===== src/rssd_pkg.sv =====
package rssd_pkg;

	// Datapath geometry.
	localparam int BYTE_W = 8;
	localparam int NIBBLE_W = 4;
	localparam int MSB_IDX = 7;
	localparam int LSB_IDX = 0;
	localparam int BIT_SEL_W = 3;

	// Constant operands and reset values.
	localparam logic [7:0] BYTE_ONE = 8'h01;
	localparam logic [7:0] BYTE_ZERO = 8'h00;
	localparam logic [7:0] BYTE_ALL_ONES = 8'hff;
	localparam logic [7:0] WREG_RST = 8'h00;
	localparam logic FLAG_RST = 1'b0;

	// Operations accepted from the instruction decoder.
	typedef enum logic [4:0] {
		OP_IDLE,
		OP_ROTL_THRU_CARRY_TO_WREG,
		OP_ROTATE_RIGHT_INPLACE,
		OP_ROTATE_RIGHT_TO_WREG,
		OP_ROTR_THRU_CARRY_INPLACE,
		OP_ROTR_THRU_CARRY_TO_WREG,
		OP_MINUS_WITH_BORROW,
		OP_MINUS_WITH_BORROW_TO_MEM,
		OP_MINUS_WITH_BORROW_IMM,
		OP_MINUS_PLAIN,
		OP_MINUS_PLAIN_TO_MEM,
		OP_MINUS_PLAIN_IMM,
		OP_DECREMENT_SKIP_NULL,
		OP_DECREMENT_SKIP_NULL_WREG,
		OP_INCREMENT_SKIP_NULL,
		OP_INCREMENT_SKIP_NULL_WREG,
		OP_SET_BYTE,
		OP_SET_BIT,
		OP_SKIP_BIT_NONNULL,
		OP_SKIP_IF_NONNULL,
		OP_NIBBLE_EXCHANGE_INPLACE,
		OP_NIBBLE_EXCHANGE_TO_WREG
	} rssd_op_t;

	// Sequencer states.
	typedef enum logic {
		ST_READY,
		ST_DUMMY
	} rssd_state_t;

endpackage : rssd_pkg


===== src/rssd_sub_unit.sv =====
`timescale 1ns/1ps
`default_nettype none

// Eight-bit subtractor with borrow-in, producing no-borrow, half no-borrow
// and signed overflow indications.
module rssd_sub_unit
	import rssd_pkg::*;
#(
	parameter int WIDTH = BYTE_W
) (
	// Operands.
	input wire logic [WIDTH-1:0] minuend,
	input wire logic [WIDTH-1:0] subtrahend,
	input wire logic borrowIn,
	// Results.
	output logic [WIDTH-1:0] difference,
	output logic noBorrow,
	output logic halfNoBorrow,
	output logic signedOverflow
);

	if (WIDTH != BYTE_W) begin : g_width_check
		$error("rssd_sub_unit supports only an eight-bit width");
	end

	logic [WIDTH:0] fullDiff;
	logic [NIBBLE_W:0] lowDiff;

	assign fullDiff = {1'b0, minuend} - {1'b0, subtrahend} - {{WIDTH{1'b0}}, borrowIn};
	assign lowDiff = {1'b0, minuend[NIBBLE_W-1:0]} - {1'b0, subtrahend[NIBBLE_W-1:0]}
		- {{NIBBLE_W{1'b0}}, borrowIn};
	assign difference = fullDiff[WIDTH-1:0];
	assign noBorrow = ~fullDiff[WIDTH];
	assign halfNoBorrow = ~lowDiff[NIBBLE_W];
	assign signedOverflow = (minuend[WIDTH-1] ^ subtrahend[WIDTH-1])
		& (minuend[WIDTH-1] ^ fullDiff[WIDTH-1]);

endmodule : rssd_sub_unit

`default_nettype wire


===== src/rssd_datapath.sv =====
// How it works
// [RULE1] Left rotate through carry to working reg; old carry to bit 0, bit 7 to carry.
// [RULE2] Right rotate in place, bit 0 wraps to bit 7, flags untouched.
// [RULE3] Right rotate into working reg, memory untouched, flags untouched.
// [RULE4] Right rotate through carry; old carry to bit 7, bit 0 to carry.
// [RULE5] Working reg minus memory minus inverted carry, to wreg or memory; carry = no borrow.
// [RULE6] Working reg minus immediate minus inverted carry into wreg; carry = no borrow.
// [RULE7] Every subtract updates overflow, zero, half carry, carry, sign compare, chained null.
// [RULE8] Working reg minus memory, to memory or wreg; carry cleared on negative.
// [RULE9] Working reg minus immediate into wreg; carry cleared on negative.
// [RULE10] Decrement memory byte, skip next on zero; memory or wreg only; no flags.
// [RULE11] Increment memory byte, skip next on zero; memory or wreg only; no flags.
// [RULE12] Wreg variants skip on the wreg value and leave memory unchanged.
// [RULE13] Every skip-type operation takes two cycles through an inserted dummy cycle.
// [RULE14] Set byte writes all ones to memory, no flags.
// [RULE15] Set bit forces only the selected bit to one, no flags.
// [RULE16] Bit nonzero test skips next when selected bit is one, no flags.
// [RULE17] Byte nonzero test writes value back, skips when nonzero, no flags.
// [RULE18] Nibble exchange in place, or into wreg with memory unchanged, no flags.
// [RULE19] All operands and results are eight bits, results truncated.
`timescale 1ns/1ps
`default_nettype none

module rssd_datapath
	import rssd_pkg::*;
#(
	parameter int WIDTH = BYTE_W
) (
	// Clock and reset.
	input wire logic sys_clk,
	input wire logic rst_b,
	// Operation request from the decoder.
	input wire logic opValid,
	input wire rssd_op_t opCode,
	input wire logic [WIDTH-1:0] memData,
	input wire logic [WIDTH-1:0] immData,
	input wire logic [BIT_SEL_W-1:0] bitSel,
	output logic opReady,
	// Data memory write-back.
	output logic memWrEn,
	output logic [WIDTH-1:0] memWrData,
	// Program flow.
	output logic skipNext,
	// Working register and status flags.
	output logic [WIDTH-1:0] workingReg,
	output logic carryFlag,
	output logic zeroFlag,
	output logic signedOverflowFlag,
	output logic halfCarryFlag,
	output logic signCompareFlag,
	output logic chainedNullFlag
);

	// Elaboration stops on a width that the fixed eight-bit logic cannot serve.
	if (WIDTH != BYTE_W) begin : g_width_check
		$error("rssd_datapath supports only an eight-bit width");
	end
	if ((2 ** BIT_SEL_W) != WIDTH) begin : g_bitsel_check
		$error("rssd_datapath needs a bit selector that spans the whole byte");
	end

	// Right rotate with a chosen bit entering at the top.
	function automatic logic [WIDTH-1:0] rotRight(input logic [WIDTH-1:0] v, input logic inBit);
		rotRight = {inBit, v[MSB_IDX:LSB_IDX+1]};
	endfunction : rotRight

	function automatic logic isNull(input logic [WIDTH-1:0] v);
		isNull = (v == BYTE_ZERO);
	endfunction : isNull

	// Sequencer state.
	rssd_state_t state_reg;
	rssd_state_t state_next;

	// Working register and flags.
	logic [WIDTH-1:0] wreg_reg;
	logic [WIDTH-1:0] wreg_next;
	logic carry_reg;
	logic carry_next;
	logic zero_reg;
	logic zero_next;
	logic ovf_reg;
	logic ovf_next;
	logic half_reg;
	logic half_next;
	logic scmp_reg;
	logic scmp_next;
	logic cnull_reg;
	logic cnull_next;

	// Write-back, skip and ready pulses.
	logic memWrEn_reg;
	logic memWrEn_next;
	logic [WIDTH-1:0] memWrData_reg;
	logic [WIDTH-1:0] memWrData_next;
	logic skip_reg;
	logic skip_next;
	logic ready_reg;
	logic ready_next;

	// Operation acceptance and classification.
	wire take = opValid & ready_reg & (state_reg == ST_READY);

	wire opWithBorrow = (opCode == OP_MINUS_WITH_BORROW)
		| (opCode == OP_MINUS_WITH_BORROW_TO_MEM)
		| (opCode == OP_MINUS_WITH_BORROW_IMM);
	wire opPlainSub = (opCode == OP_MINUS_PLAIN)
		| (opCode == OP_MINUS_PLAIN_TO_MEM)
		| (opCode == OP_MINUS_PLAIN_IMM);
	wire opSub = opWithBorrow | opPlainSub;
	wire opImm = (opCode == OP_MINUS_WITH_BORROW_IMM) | (opCode == OP_MINUS_PLAIN_IMM);
	// Every skip-type operation costs a dummy cycle, whether it skips or not.
	wire opSkipType = (opCode == OP_DECREMENT_SKIP_NULL)
		| (opCode == OP_DECREMENT_SKIP_NULL_WREG)
		| (opCode == OP_INCREMENT_SKIP_NULL)
		| (opCode == OP_INCREMENT_SKIP_NULL_WREG)
		| (opCode == OP_SKIP_BIT_NONNULL)
		| (opCode == OP_SKIP_IF_NONNULL);

	// Shared arithmetic and bit manipulation.
	// The carry-through rotates use the carry as it stood before this operation.
	wire [WIDTH-1:0] rotlCarry = {memData[MSB_IDX-1:LSB_IDX], carry_reg}; // RULE1
	wire [WIDTH-1:0] rotrWrap = rotRight(memData, memData[LSB_IDX]); // RULE2
	wire [WIDTH-1:0] rotrCarry = rotRight(memData, carry_reg); // RULE4
	wire [WIDTH-1:0] decValue = memData - BYTE_ONE; // RULE19
	wire [WIDTH-1:0] incValue = memData + BYTE_ONE; // RULE19
	wire [WIDTH-1:0] bitMask = BYTE_ONE << bitSel;
	wire [WIDTH-1:0] swapped = {memData[NIBBLE_W-1:0], memData[MSB_IDX:NIBBLE_W]}; // RULE18
	wire [WIDTH-1:0] setBitValue = memData | bitMask; // RULE15
	wire selBitSet = memData[bitSel];

	// Skip decisions, taken on the value that each operation produces.
	wire decSkip = isNull(decValue);
	wire incSkip = isNull(incValue);
	wire byteNonNull = ~isNull(memData);

	// Subtract operands: borrow-in is the inverted carry only for the borrow forms.
	wire [WIDTH-1:0] subOperand = opImm ? immData : memData;
	wire borrowIn = opWithBorrow & ~carry_reg; // RULE5 RULE6
	wire [WIDTH-1:0] subDiff;
	wire subNoBorrow;
	wire subHalfNoBorrow;
	wire subOverflow;

	// One subtractor serves all six subtract forms; only the operand and the
	// borrow-in differ between them.
	rssd_sub_unit #(
		.WIDTH(WIDTH)
	) i_rssd_sub_unit (
		.minuend(wreg_reg),
		.subtrahend(subOperand),
		.borrowIn(borrowIn),
		.difference(subDiff),
		.noBorrow(subNoBorrow),
		.halfNoBorrow(subHalfNoBorrow),
		.signedOverflow(subOverflow)
	);

	wire subZero = isNull(subDiff);
	// Sign compare tells signed less-than: overflow xor result sign.
	wire subSignCmp = subOverflow ^ subDiff[MSB_IDX];
	// The borrow forms chain the null flag across bytes of a multi-byte subtract.
	wire subChained = opWithBorrow ? (subZero & cnull_reg) : subZero;

	// Per-operation result selection.
	// memWrData keeps its last value between pulses, so the write-back bus only
	// moves when a write is made.
	always_comb begin
		wreg_next = wreg_reg;
		carry_next = carry_reg;
		memWrEn_next = 1'b0;
		memWrData_next = memWrData_reg;
		skip_next = 1'b0;
		// Unknown or refused operations leave every register as it stands, except the write and skip pulses, which drop to zero.
		if (take) begin
			unique case (opCode)
				OP_ROTL_THRU_CARRY_TO_WREG: begin
					wreg_next = rotlCarry; // RULE1
					carry_next = memData[MSB_IDX]; // RULE1
				end
				OP_ROTATE_RIGHT_INPLACE: begin
					memWrEn_next = 1'b1; // RULE2
					memWrData_next = rotrWrap; // RULE2
				end
				OP_ROTATE_RIGHT_TO_WREG: begin
					wreg_next = rotrWrap; // RULE3
				end
				OP_ROTR_THRU_CARRY_INPLACE: begin
					memWrEn_next = 1'b1; // RULE4
					memWrData_next = rotrCarry; // RULE4
					carry_next = memData[LSB_IDX]; // RULE4
				end
				OP_ROTR_THRU_CARRY_TO_WREG: begin
					wreg_next = rotrCarry; // RULE4
					carry_next = memData[LSB_IDX]; // RULE4
				end
				OP_MINUS_WITH_BORROW, OP_MINUS_WITH_BORROW_IMM: begin
					wreg_next = subDiff; // RULE5 RULE6
					carry_next = subNoBorrow; // RULE5 RULE6
				end
				OP_MINUS_PLAIN, OP_MINUS_PLAIN_IMM: begin
					wreg_next = subDiff; // RULE8 RULE9
					carry_next = subNoBorrow; // RULE8 RULE9
				end
				OP_MINUS_WITH_BORROW_TO_MEM, OP_MINUS_PLAIN_TO_MEM: begin
					memWrEn_next = 1'b1; // RULE5 RULE8
					memWrData_next = subDiff; // RULE5 RULE8
					carry_next = subNoBorrow; // RULE5 RULE8
				end
				OP_DECREMENT_SKIP_NULL: begin
					memWrEn_next = 1'b1; // RULE10
					memWrData_next = decValue; // RULE10
					skip_next = decSkip; // RULE10
				end
				// The working-register forms skip on the new value and never write memory.
				OP_DECREMENT_SKIP_NULL_WREG: begin
					wreg_next = decValue; // RULE10 RULE12
					skip_next = decSkip; // RULE12
				end
				OP_INCREMENT_SKIP_NULL: begin
					memWrEn_next = 1'b1; // RULE11
					memWrData_next = incValue; // RULE11
					skip_next = incSkip; // RULE11
				end
				OP_INCREMENT_SKIP_NULL_WREG: begin
					wreg_next = incValue; // RULE11 RULE12
					skip_next = incSkip; // RULE12
				end
				OP_SET_BYTE: begin
					memWrEn_next = 1'b1; // RULE14
					memWrData_next = BYTE_ALL_ONES; // RULE14
				end
				OP_SET_BIT: begin
					memWrEn_next = 1'b1; // RULE15
					memWrData_next = setBitValue; // RULE15
				end
				OP_SKIP_BIT_NONNULL: begin
					skip_next = selBitSet; // RULE16
				end
				OP_SKIP_IF_NONNULL: begin
					memWrEn_next = 1'b1; // RULE17
					memWrData_next = memData; // RULE17
					skip_next = byteNonNull; // RULE17
				end
				OP_NIBBLE_EXCHANGE_INPLACE: begin
					memWrEn_next = 1'b1; // RULE18
					memWrData_next = swapped; // RULE18
				end
				OP_NIBBLE_EXCHANGE_TO_WREG: begin
					wreg_next = swapped; // RULE18
				end
				OP_IDLE: begin
				end
				default: begin
				end
			endcase
		end
	end

	// Arithmetic flags move only on subtract operations.
	// Carry is set in the result selection, since the rotates move it too.
	wire subTaken = take & opSub; // RULE7
	assign zero_next = subTaken ? subZero : zero_reg; // RULE7
	assign ovf_next = subTaken ? subOverflow : ovf_reg; // RULE7
	assign half_next = subTaken ? subHalfNoBorrow : half_reg; // RULE7
	assign scmp_next = subTaken ? subSignCmp : scmp_reg; // RULE7
	assign cnull_next = subTaken ? subChained : cnull_reg; // RULE7

	// Skip-type operations hold off the decoder for one dummy cycle.
	always_comb begin
		state_next = state_reg;
		unique case (state_reg)
			ST_READY: begin
				if (take & opSkipType) begin
					state_next = ST_DUMMY; // RULE13
				end
			end
			ST_DUMMY: begin
				state_next = ST_READY; // RULE13
			end
		endcase
	end
	assign ready_next = (state_next == ST_READY); // RULE13

	// The ready flop mirrors the state, so opReady comes straight from a flip-flop.
	always_ff @(posedge sys_clk or negedge rst_b) begin
		if (!rst_b) begin
			state_reg <= ST_READY;
			ready_reg <= 1'b1;
		end else begin
			state_reg <= state_next;
			ready_reg <= ready_next;
		end
	end

	always_ff @(posedge sys_clk or negedge rst_b) begin
		if (!rst_b) begin
			wreg_reg <= WREG_RST;
			carry_reg <= FLAG_RST;
			zero_reg <= FLAG_RST;
			ovf_reg <= FLAG_RST;
			half_reg <= FLAG_RST;
			scmp_reg <= FLAG_RST;
			cnull_reg <= FLAG_RST;
		end else begin
			wreg_reg <= wreg_next;
			carry_reg <= carry_next;
			zero_reg <= zero_next;
			ovf_reg <= ovf_next;
			half_reg <= half_next;
			scmp_reg <= scmp_next;
			cnull_reg <= cnull_next;
		end
	end

	always_ff @(posedge sys_clk or negedge rst_b) begin
		if (!rst_b) begin
			memWrEn_reg <= 1'b0;
			memWrData_reg <= BYTE_ZERO;
			skip_reg <= 1'b0;
		end else begin
			memWrEn_reg <= memWrEn_next;
			memWrData_reg <= memWrData_next;
			skip_reg <= skip_next;
		end
	end

	// Every output is the plain output of its flip-flop.
	assign opReady = ready_reg;
	assign memWrEn = memWrEn_reg;
	assign memWrData = memWrData_reg;
	assign skipNext = skip_reg;
	assign workingReg = wreg_reg;
	assign carryFlag = carry_reg;
	assign zeroFlag = zero_reg;
	assign signedOverflowFlag = ovf_reg;
	assign halfCarryFlag = half_reg;
	assign signCompareFlag = scmp_reg;
	assign chainedNullFlag = cnull_reg;

endmodule : rssd_datapath

`default_nettype wire


===== config.mk =====
export PLATFORM = sky130hd
export DESIGN_NAME = rssd_datapath
export DESIGN_NICKNAME = d
export VERILOG_FILES = /design/src/rssd_pkg.sv /design/src/rssd_sub_unit.sv /design/src/rssd_datapath.sv
export SDC_FILE = /design/constraint.sdc
export NUM_CORES = 1
export LEC_CHECK = 0
export BUFFER_PORTS_ARGS = -buffer_cell sky130_fd_sc_hd__buf_4
export CORE_MARGIN = 1.5
export CORE_UTILIZATION = 45
export CTS_BUF_LIST = sky130_fd_sc_hd__clkbuf_16
export CTS_CLUSTER_SIZE = 24
export DETAILED_ROUTE_END_ITERATION = 16
export HOLD_SLACK_MARGIN = 0.1
export PLACE_DENSITY_LB_ADDON = 0.12
export SYNTH_ARGS = -nofsm -noshare
export SYNTH_HDL_FRONTEND = slang
export SYNTH_SLANG_ARGS = --single-unit

===== constraint.sdc =====
create_clock -name sys_clk -period 3.48 [get_ports sys_clk]
set_input_delay 1.044 -clock sys_clk [delete_from_list [all_inputs] [get_ports sys_clk]]
set_output_delay 1.044 -clock sys_clk [all_outputs]
set_load 0.05 [all_outputs]

* Word level (Yosys, flattened, before mapping) *
Index checks and enable logic that the tools add are counted.

word-level totals
  input bits = 27
  register bits = 26

operators by class
  $add $sub $neg = 6
  muxes and demuxes = 13
  bitwise logic cells = 28
  reductions and logical operators = 17
  equality and inequality tests = 21
  magnitude comparators = 1
  shifts and indexed selects = 1

operator list
  kind                                                  number
  one-hot mux 8 bit (9 select lines)                    1
  one-hot mux 8 bit (7 select lines)                    1
  equality test 5 x 4 -> 1 bit (second input constant)  8
  zero test 8 bit                                       4
  equality test 5 bit (second input constant)           6
  equality test 5 x 3 -> 1 bit (second input constant)  4
  bitwise OR 1 bit                                      11
  equality test 5 x 2 -> 1 bit (second input constant)  2
  OR reduction 10 bit                                   1
  nonzero test 9 bit                                    1
  subtractor 8 x 8 -> 9 bit                             1
  subtractor 9 x 1 -> 9 bit                             1
  adder 8 x 1 -> 8 bit (second input constant)          1
  two-way mux 8 bit                                     1
  bitwise OR 8 bit                                      1
  OR reduction 2 bit                                    4
  << shifter 1 x 3 -> 8 bit (first input constant)      1
  subtractor 8 x 1 -> 8 bit (second input constant)     1
  AND 1 bit                                             7
  nonzero test 7 bit                                    1
  two-way mux 1 bit                                     6
  NOT 1 bit                                             6
  AND reduction 2 bit                                   3
  OR reduction 6 bit                                    1
  11 further kinds                                      13

* Logic depth before layout (Yosys ltp) *
  depth in word-level cells = 10
  depth in mapped cells = 15

* Hierarchy *
From an unflattened synthesis, not the netlist that was laid out.

unflattened totals
  cells, all modules = 465
  area, all modules = 3656.0 µm²

modules (own cells, without submodules)
  module         cells each  area each (µm²)  times used
  rssd_datapath  389         3084.2           1
  rssd_sub_unit  76          571.8            1

* Worst setup path after synthesis *
OpenSTA, ideal clock, no wires.

  path type = input to register
  start = input port opCode[0]
  end = register carry_reg (netlist: carryFlag)
  slack = -0.668 ns
  cell stages on the path = 13
  required time = 3.354 ns
  data arrival time = 4.022 ns
  setup time = 0.126 ns
  cell sequence = or2_2 > clkbuf_1 > a21oi_1 > nand2_1 > mux2_2 > fa_1 > fa_1 > a21boi_0 > o22ai_1 > o21ai_0 > xnor2_1 > a211oi_1 > o32a_1

between the ends
  word-level cells in the longest chain between the ends = 7

ends and longest elaborated chain
  what                                                           line                                                              RTL
  start, declared                                                rssd_datapath.sv:34                                               input wire rssd_op_t opCode,
  equality test 5 x 4 -> 1 bit, or another cell as far along     rssd_datapath.sv:106, rssd_datapath.sv:111, rssd_datapath.sv:176
  bitwise OR 1 bit (on tied branches)                            rssd_datapath.sv:111, rssd_datapath.sv:105
  two-way mux 8 bit / bitwise OR 1 bit (equally long branches)   rssd_datapath.sv:138, rssd_datapath.sv:106
  subtractor 8 x 8 -> 9 bit / AND 1 bit (equally long branches)  rssd_sub_unit.sv:29, rssd_datapath.sv:139
  subtractor 9 x 1 -> 9 bit                                      rssd_sub_unit.sv:29                                               assign fullDiff = {1'b0, minuend} - {1'b0, subtrahend} - {{WIDTH{1'b0}}, borrowIn};
  NOT 1 bit                                                      rssd_sub_unit.sv:33                                               assign noBorrow = ~fullDiff[WIDTH];
  one-hot mux 1 bit (3 select lines)                             rssd_datapath.sv:176                                              unique case (opCode)
  end signal, assigned                                           rssd_datapath.sv:307                                              carry_reg <= carry_next;
  end, declared                                                  rssd_datapath.sv:78                                               logic carry_reg;

Several ways; a longest one is shown, not always the timed one.
A chain may end at the register's enable or synchronous reset.

* Worst setup path in the final report *
  start = input port opCode[0]
  end = register wreg_reg[7] (netlist: workingReg[7])

between the ends
  word-level cells in the longest chain between the ends = 6

ends and longest elaborated chain
  what                                                           line                                                              RTL
  equality test 5 x 4 -> 1 bit, or another cell as far along     rssd_datapath.sv:106, rssd_datapath.sv:111, rssd_datapath.sv:176
  bitwise OR 1 bit (on tied branches)                            rssd_datapath.sv:111, rssd_datapath.sv:105
  two-way mux 8 bit / bitwise OR 1 bit (equally long branches)   rssd_datapath.sv:138, rssd_datapath.sv:106
  subtractor 8 x 8 -> 9 bit / AND 1 bit (equally long branches)  rssd_sub_unit.sv:29, rssd_datapath.sv:139
  subtractor 9 x 1 -> 9 bit                                      rssd_sub_unit.sv:29
  one-hot mux 8 bit (7 select lines)                             rssd_datapath.sv:176
  end signal, assigned                                           rssd_datapath.sv:306                                              wreg_reg <= wreg_next;
  end, declared                                                  rssd_datapath.sv:76                                               logic [WIDTH-1:0] wreg_reg;

Several ways; a longest one is shown, not always the timed one.

==> impl_metrics.py <==
metrics = {
    "run_status": {
        "run_status": "finished with violations",
        "violations_in_the_final_reports": "negative setup slack",
    },
    "grt": {
        "grt_pass1_vias": 3320,
        "antenna_found_initial": 0,
        "grt_overflow": 0,
        "grt_pass1_wl_um": 17170,
        "globalRouteTotalUtil_pct": 29.36,
        "maximum_number_of_pins_on_one_net_before_global_route_repair": 27,
    },
    "clock_network": {
        "holdBufCountCts": 0,
        "tritoncts_clock_tree": "yes",
        "max-clock-path-buffers": 2,
        "insertion_delay_ns": 0.27,
        "numClockSinks": 26,
        "cts_htree_levels": 1,
        "ctsRootBufferMaster": "sky130_fd_sc_hd__clkbuf_16",
        "worst_setup_hold_path_clk_slew_ns": 0.07,
        "cts-buffers-inserted": 3,
    },
    "sta": {
        "final_worst_slack_ns": -0.3710,
        "timing.fmax_mhz": 259.7,
        "drv_slew": 0,
        "rsz0062_at_grt": "yes",
        "holdWs_ns": 0.4830,
        "max_slew_margin_pct": 51.94,
        "fin_crit_ns": 3.851,
        "layout_worst_path_cycle_share_pct": 110.7,
        "report.final.hold_viol_count": 0,
        "timing_worst_slew_pin_value_ns": 0.7118,
        "clock_skew_ns": 0.01373,
        "final-setup-viol-count": 16,
    },
    "detailed_routing": {
        "first_pass_iters": 5,
        "wl_per_cell_um": 18.81,
        "antenna_violating_nets_remaining": 0,
        "route.detailed.drc": 0,
        "postRouteWirelength_um": 11120,
        "num_vias": 3584,
        "drt_iter0_markers": 363,
        "route.detailed.vias_per_inst": 6.064,
    },
    "synthesis": {
        "synth_enable_flop_cells": 0,
        "ys_seq_area_share_pct": 20.23,
        "synth.lib_cells_used.distinct": 71,
        "yosys.area_share.adder_pct": 8.233,
        "syn_inst": 417,
        "synth_top_cell_area_share_pct": 19.42,
        "ys_async_sr_fraction_pct": 100.0,
        "avgSynthCellArea_um2": 7.726,
        "netlist.top_cell.by_area": "sky130_fd_sc_hd__dfrtp_1",
        "synth_compound_gate_area_share_pct": 24.85,
        "synth_xor_xnor_area_share_pct": 5.709,
        "postSynthRegisterBits": 26,
        "synth_simple_gate_area_share_pct": 23.88,
        "netlist_top_cells_area": "sky130_fd_sc_hd__dfrtp_1, sky130_fd_sc_hd__ha_1, sky130_fd_sc_hd__nand2_1, sky130_fd_sc_hd__o21ai_0, sky130_fd_sc_hd__a21oi_1",
        "synth.cell_area_um2": 3222,
        "synthFlopType": "sky130_fd_sc_hd__dfrtp_1",
        "synthMostInstantiatedCell": "sky130_fd_sc_hd__nand2_1",
        "largest_family_of_logic_cells_by_synthesized_area": "compound AO/OA/AOI/OAI gates",
        "muxShareOfSynthArea_pct": 8.311,
        "syn_nets": 464,
        "post_synth_most_frequent_cells": "sky130_fd_sc_hd__nand2_1, sky130_fd_sc_hd__inv_1, sky130_fd_sc_hd__nor2_1, sky130_fd_sc_hd__o21ai_0, sky130_fd_sc_hd__dfrtp_1",
        "yosys_warnings": 0,
    },
    "final_layout": {
        "antennaDiodeCount": 0,
        "syn_to_final_growth_pct": 35.65,
        "final_net_count": 543,
        "ff_latch_area_um2": 651.9,
        "post_route_cells_drive_above_1_share_pct": 35.96,
        "multi_input_area_um2": 2611,
        "stdcell_area_um2": 4370,
        "layout.filler_cells": 640,
    },
    "worst_setup_path": {
        "worst-path-max-fanout": 6,
        "path_cells": "buf_6, or2_4, a21oi_4, nand2_4, mux2_4, fa_2, inv_1, ha_4, o21ai_4, a21oi_2, mux2i_2, buf_4, nand2_4, a221oi_2, a21oi_1",
        "cp_data_required_time_ns": 3.62,
        "critical_path_arrival_ns": 3.99,
        "timing.setup.critical_path_class": "primary input to flop",
        "end_kind": "flop",
        "timing.critical_path.mode_cell": "sky130_fd_sc_hd__nand2_4",
        "start_kind": "primary input",
        "cpMaxStageDelayCell": "sky130_fd_sc_hd__fa_2",
        "critical_path.max_stage_delay_ns": 0.55,
    },
    "flow_run": {
        "maxCapViolations": 0,
    },
    "placement": {
        "standard_cell_area_after_detailed_placement_um2": 3990,
        "place.gp.congestion": 0.9218,
        "port_buffers": 51,
        "detailedPlacementHpwl_um": 8596,
    },
    "die": {
        "die_height_um": 87.62,
        "placeable_area_um2": 6869,
        "ioPinCount": 52,
        "die-area_um2": 7676,
        "floorplan.initialDensity_pct": 46.90,
        "die_w_um": 87.62,
        "rows": 30,
    },
    "power_and_ir_drop": {
        "vdd.ir_drop.worst_mv": 0.3489,
        "leakage_power_nw": 1.964,
        "powerDensity_nw_per_um2": 564.5,
    },
    "min_path": {
        "min_path_type": "flop to flop",
    },
}
cells in the final DEF (no fill, tap or decap), drive strengths merged, types with 3 or more instances in the layout:
cell type	netlist	layout
mux2	10	10
nand4	5	5
o32ai	4	4
nand2	52	52
buf	22	104
nand2b	6	6
mux2i	11	11
inv	30	31
ha	18	18
nor2	30	30
dfrtp	25	25
clkbuf	8	3
a221oi	8	8
nand3	14	14
a221o	3	3
a22oi	8	8
o21ai	30	30
xor2	11	11
nor3	11	11
o2111ai	3	3
a21oi	23	23
nor2b	10	10
a211oi	7	7
xnor2	10	10
o31ai	7	7
logic make-up (layout without fill, tap and decap cells):
logic type                 after synthesis  after routing
AOI/OAI and AO/OA                      117            117
DFF                                     26             26
adders and majority gates               20             20
xor gates and xnor gates                21             21
buffers and inverters                   61            139
muxes                                   23             23
and+or+nand+nor                        149            149
per-layer routing:
layer / global-route usage [%] / share of wire (%)
met5: 0 / 0
met4: 8.081 / 2.4
met3: 6.315 / 9.6
met2: 47.55 / 45
met1: 39.58 / 43
power breakdown:
part	switching, W	total [W]	internal (W)
sequential	0.0000605	0.000439	0.000379
combinational	0.00103	0.00177	0.000739
clock	0.000106	0.000260	0.000154
total	0.00120	0.00247	0.00127
worst max-delay path: cells and delay by family:
kind / cells / cell delay (ns)
AND/OR/NAND/NOR: 3 / 0.44
AO/OA/AOI/OAI: 5 / 0.83
multiplexers: 2 / 0.61
adder cells (fa/ha/maj): 2 / 0.71
buffers and inverters: 3 / 0.33
metrics by stage:
step | utilization [%] | setup TNS (ns) | total power [W] | std cells | setup slack [ns]
after global routing | 63.62 | -4.619 | 0.002607 | 591 | -0.4297
after CTS | 61.46 | -2.211 | 0.002303 | 586 | -0.2388
after detailed placement | 58.09 | -9.794 | 0.001922 | 582 | -0.6597
after floorplan | - | -3.542 | 0.001378 | 417 | -0.3428
final | 63.62 | -3.092 | 0.002467 | 591 | -0.3710
after global placement | 58.09 | -8.579 | 0.001901 | 582 | -0.5781
cell type report:
type                            count  share of cell area [%]
Inverter                           31                   2.662
Timing Repair Buffer              104                   18.12
Tap cell                           96                   2.748
Clock buffer                        3                   1.718
Multi-Input combinational cell    330                   59.75
Clock inverter                      1                 0.08589
Sequential cell                    26                   14.92
worst paths after layout:
kind,from,endpoint,slack [ns],cells after the start
setup reg to reg,carryFlag,workingReg[7],0.79,11
min in group asynchronous,rst_b,chainedNullFlag,0.68,1
setup / recovery,opCode[0],workingReg[7],-0.37,15
hold / removal,memWrData[6],memWrData[6],0.48,2
max in group asynchronous,rst_b,opReady,2.49,1
hold reg to reg,memWrData[6],memWrData[6],0.48,2
repair_timing:
item | CTS | global route
resized for setup | 33 | 21
setup buffers | 0 | 5
pin swaps | 17 | 6
endpoints found under the setup margin | 18 | 19
(Power assumes the default switching activity.)
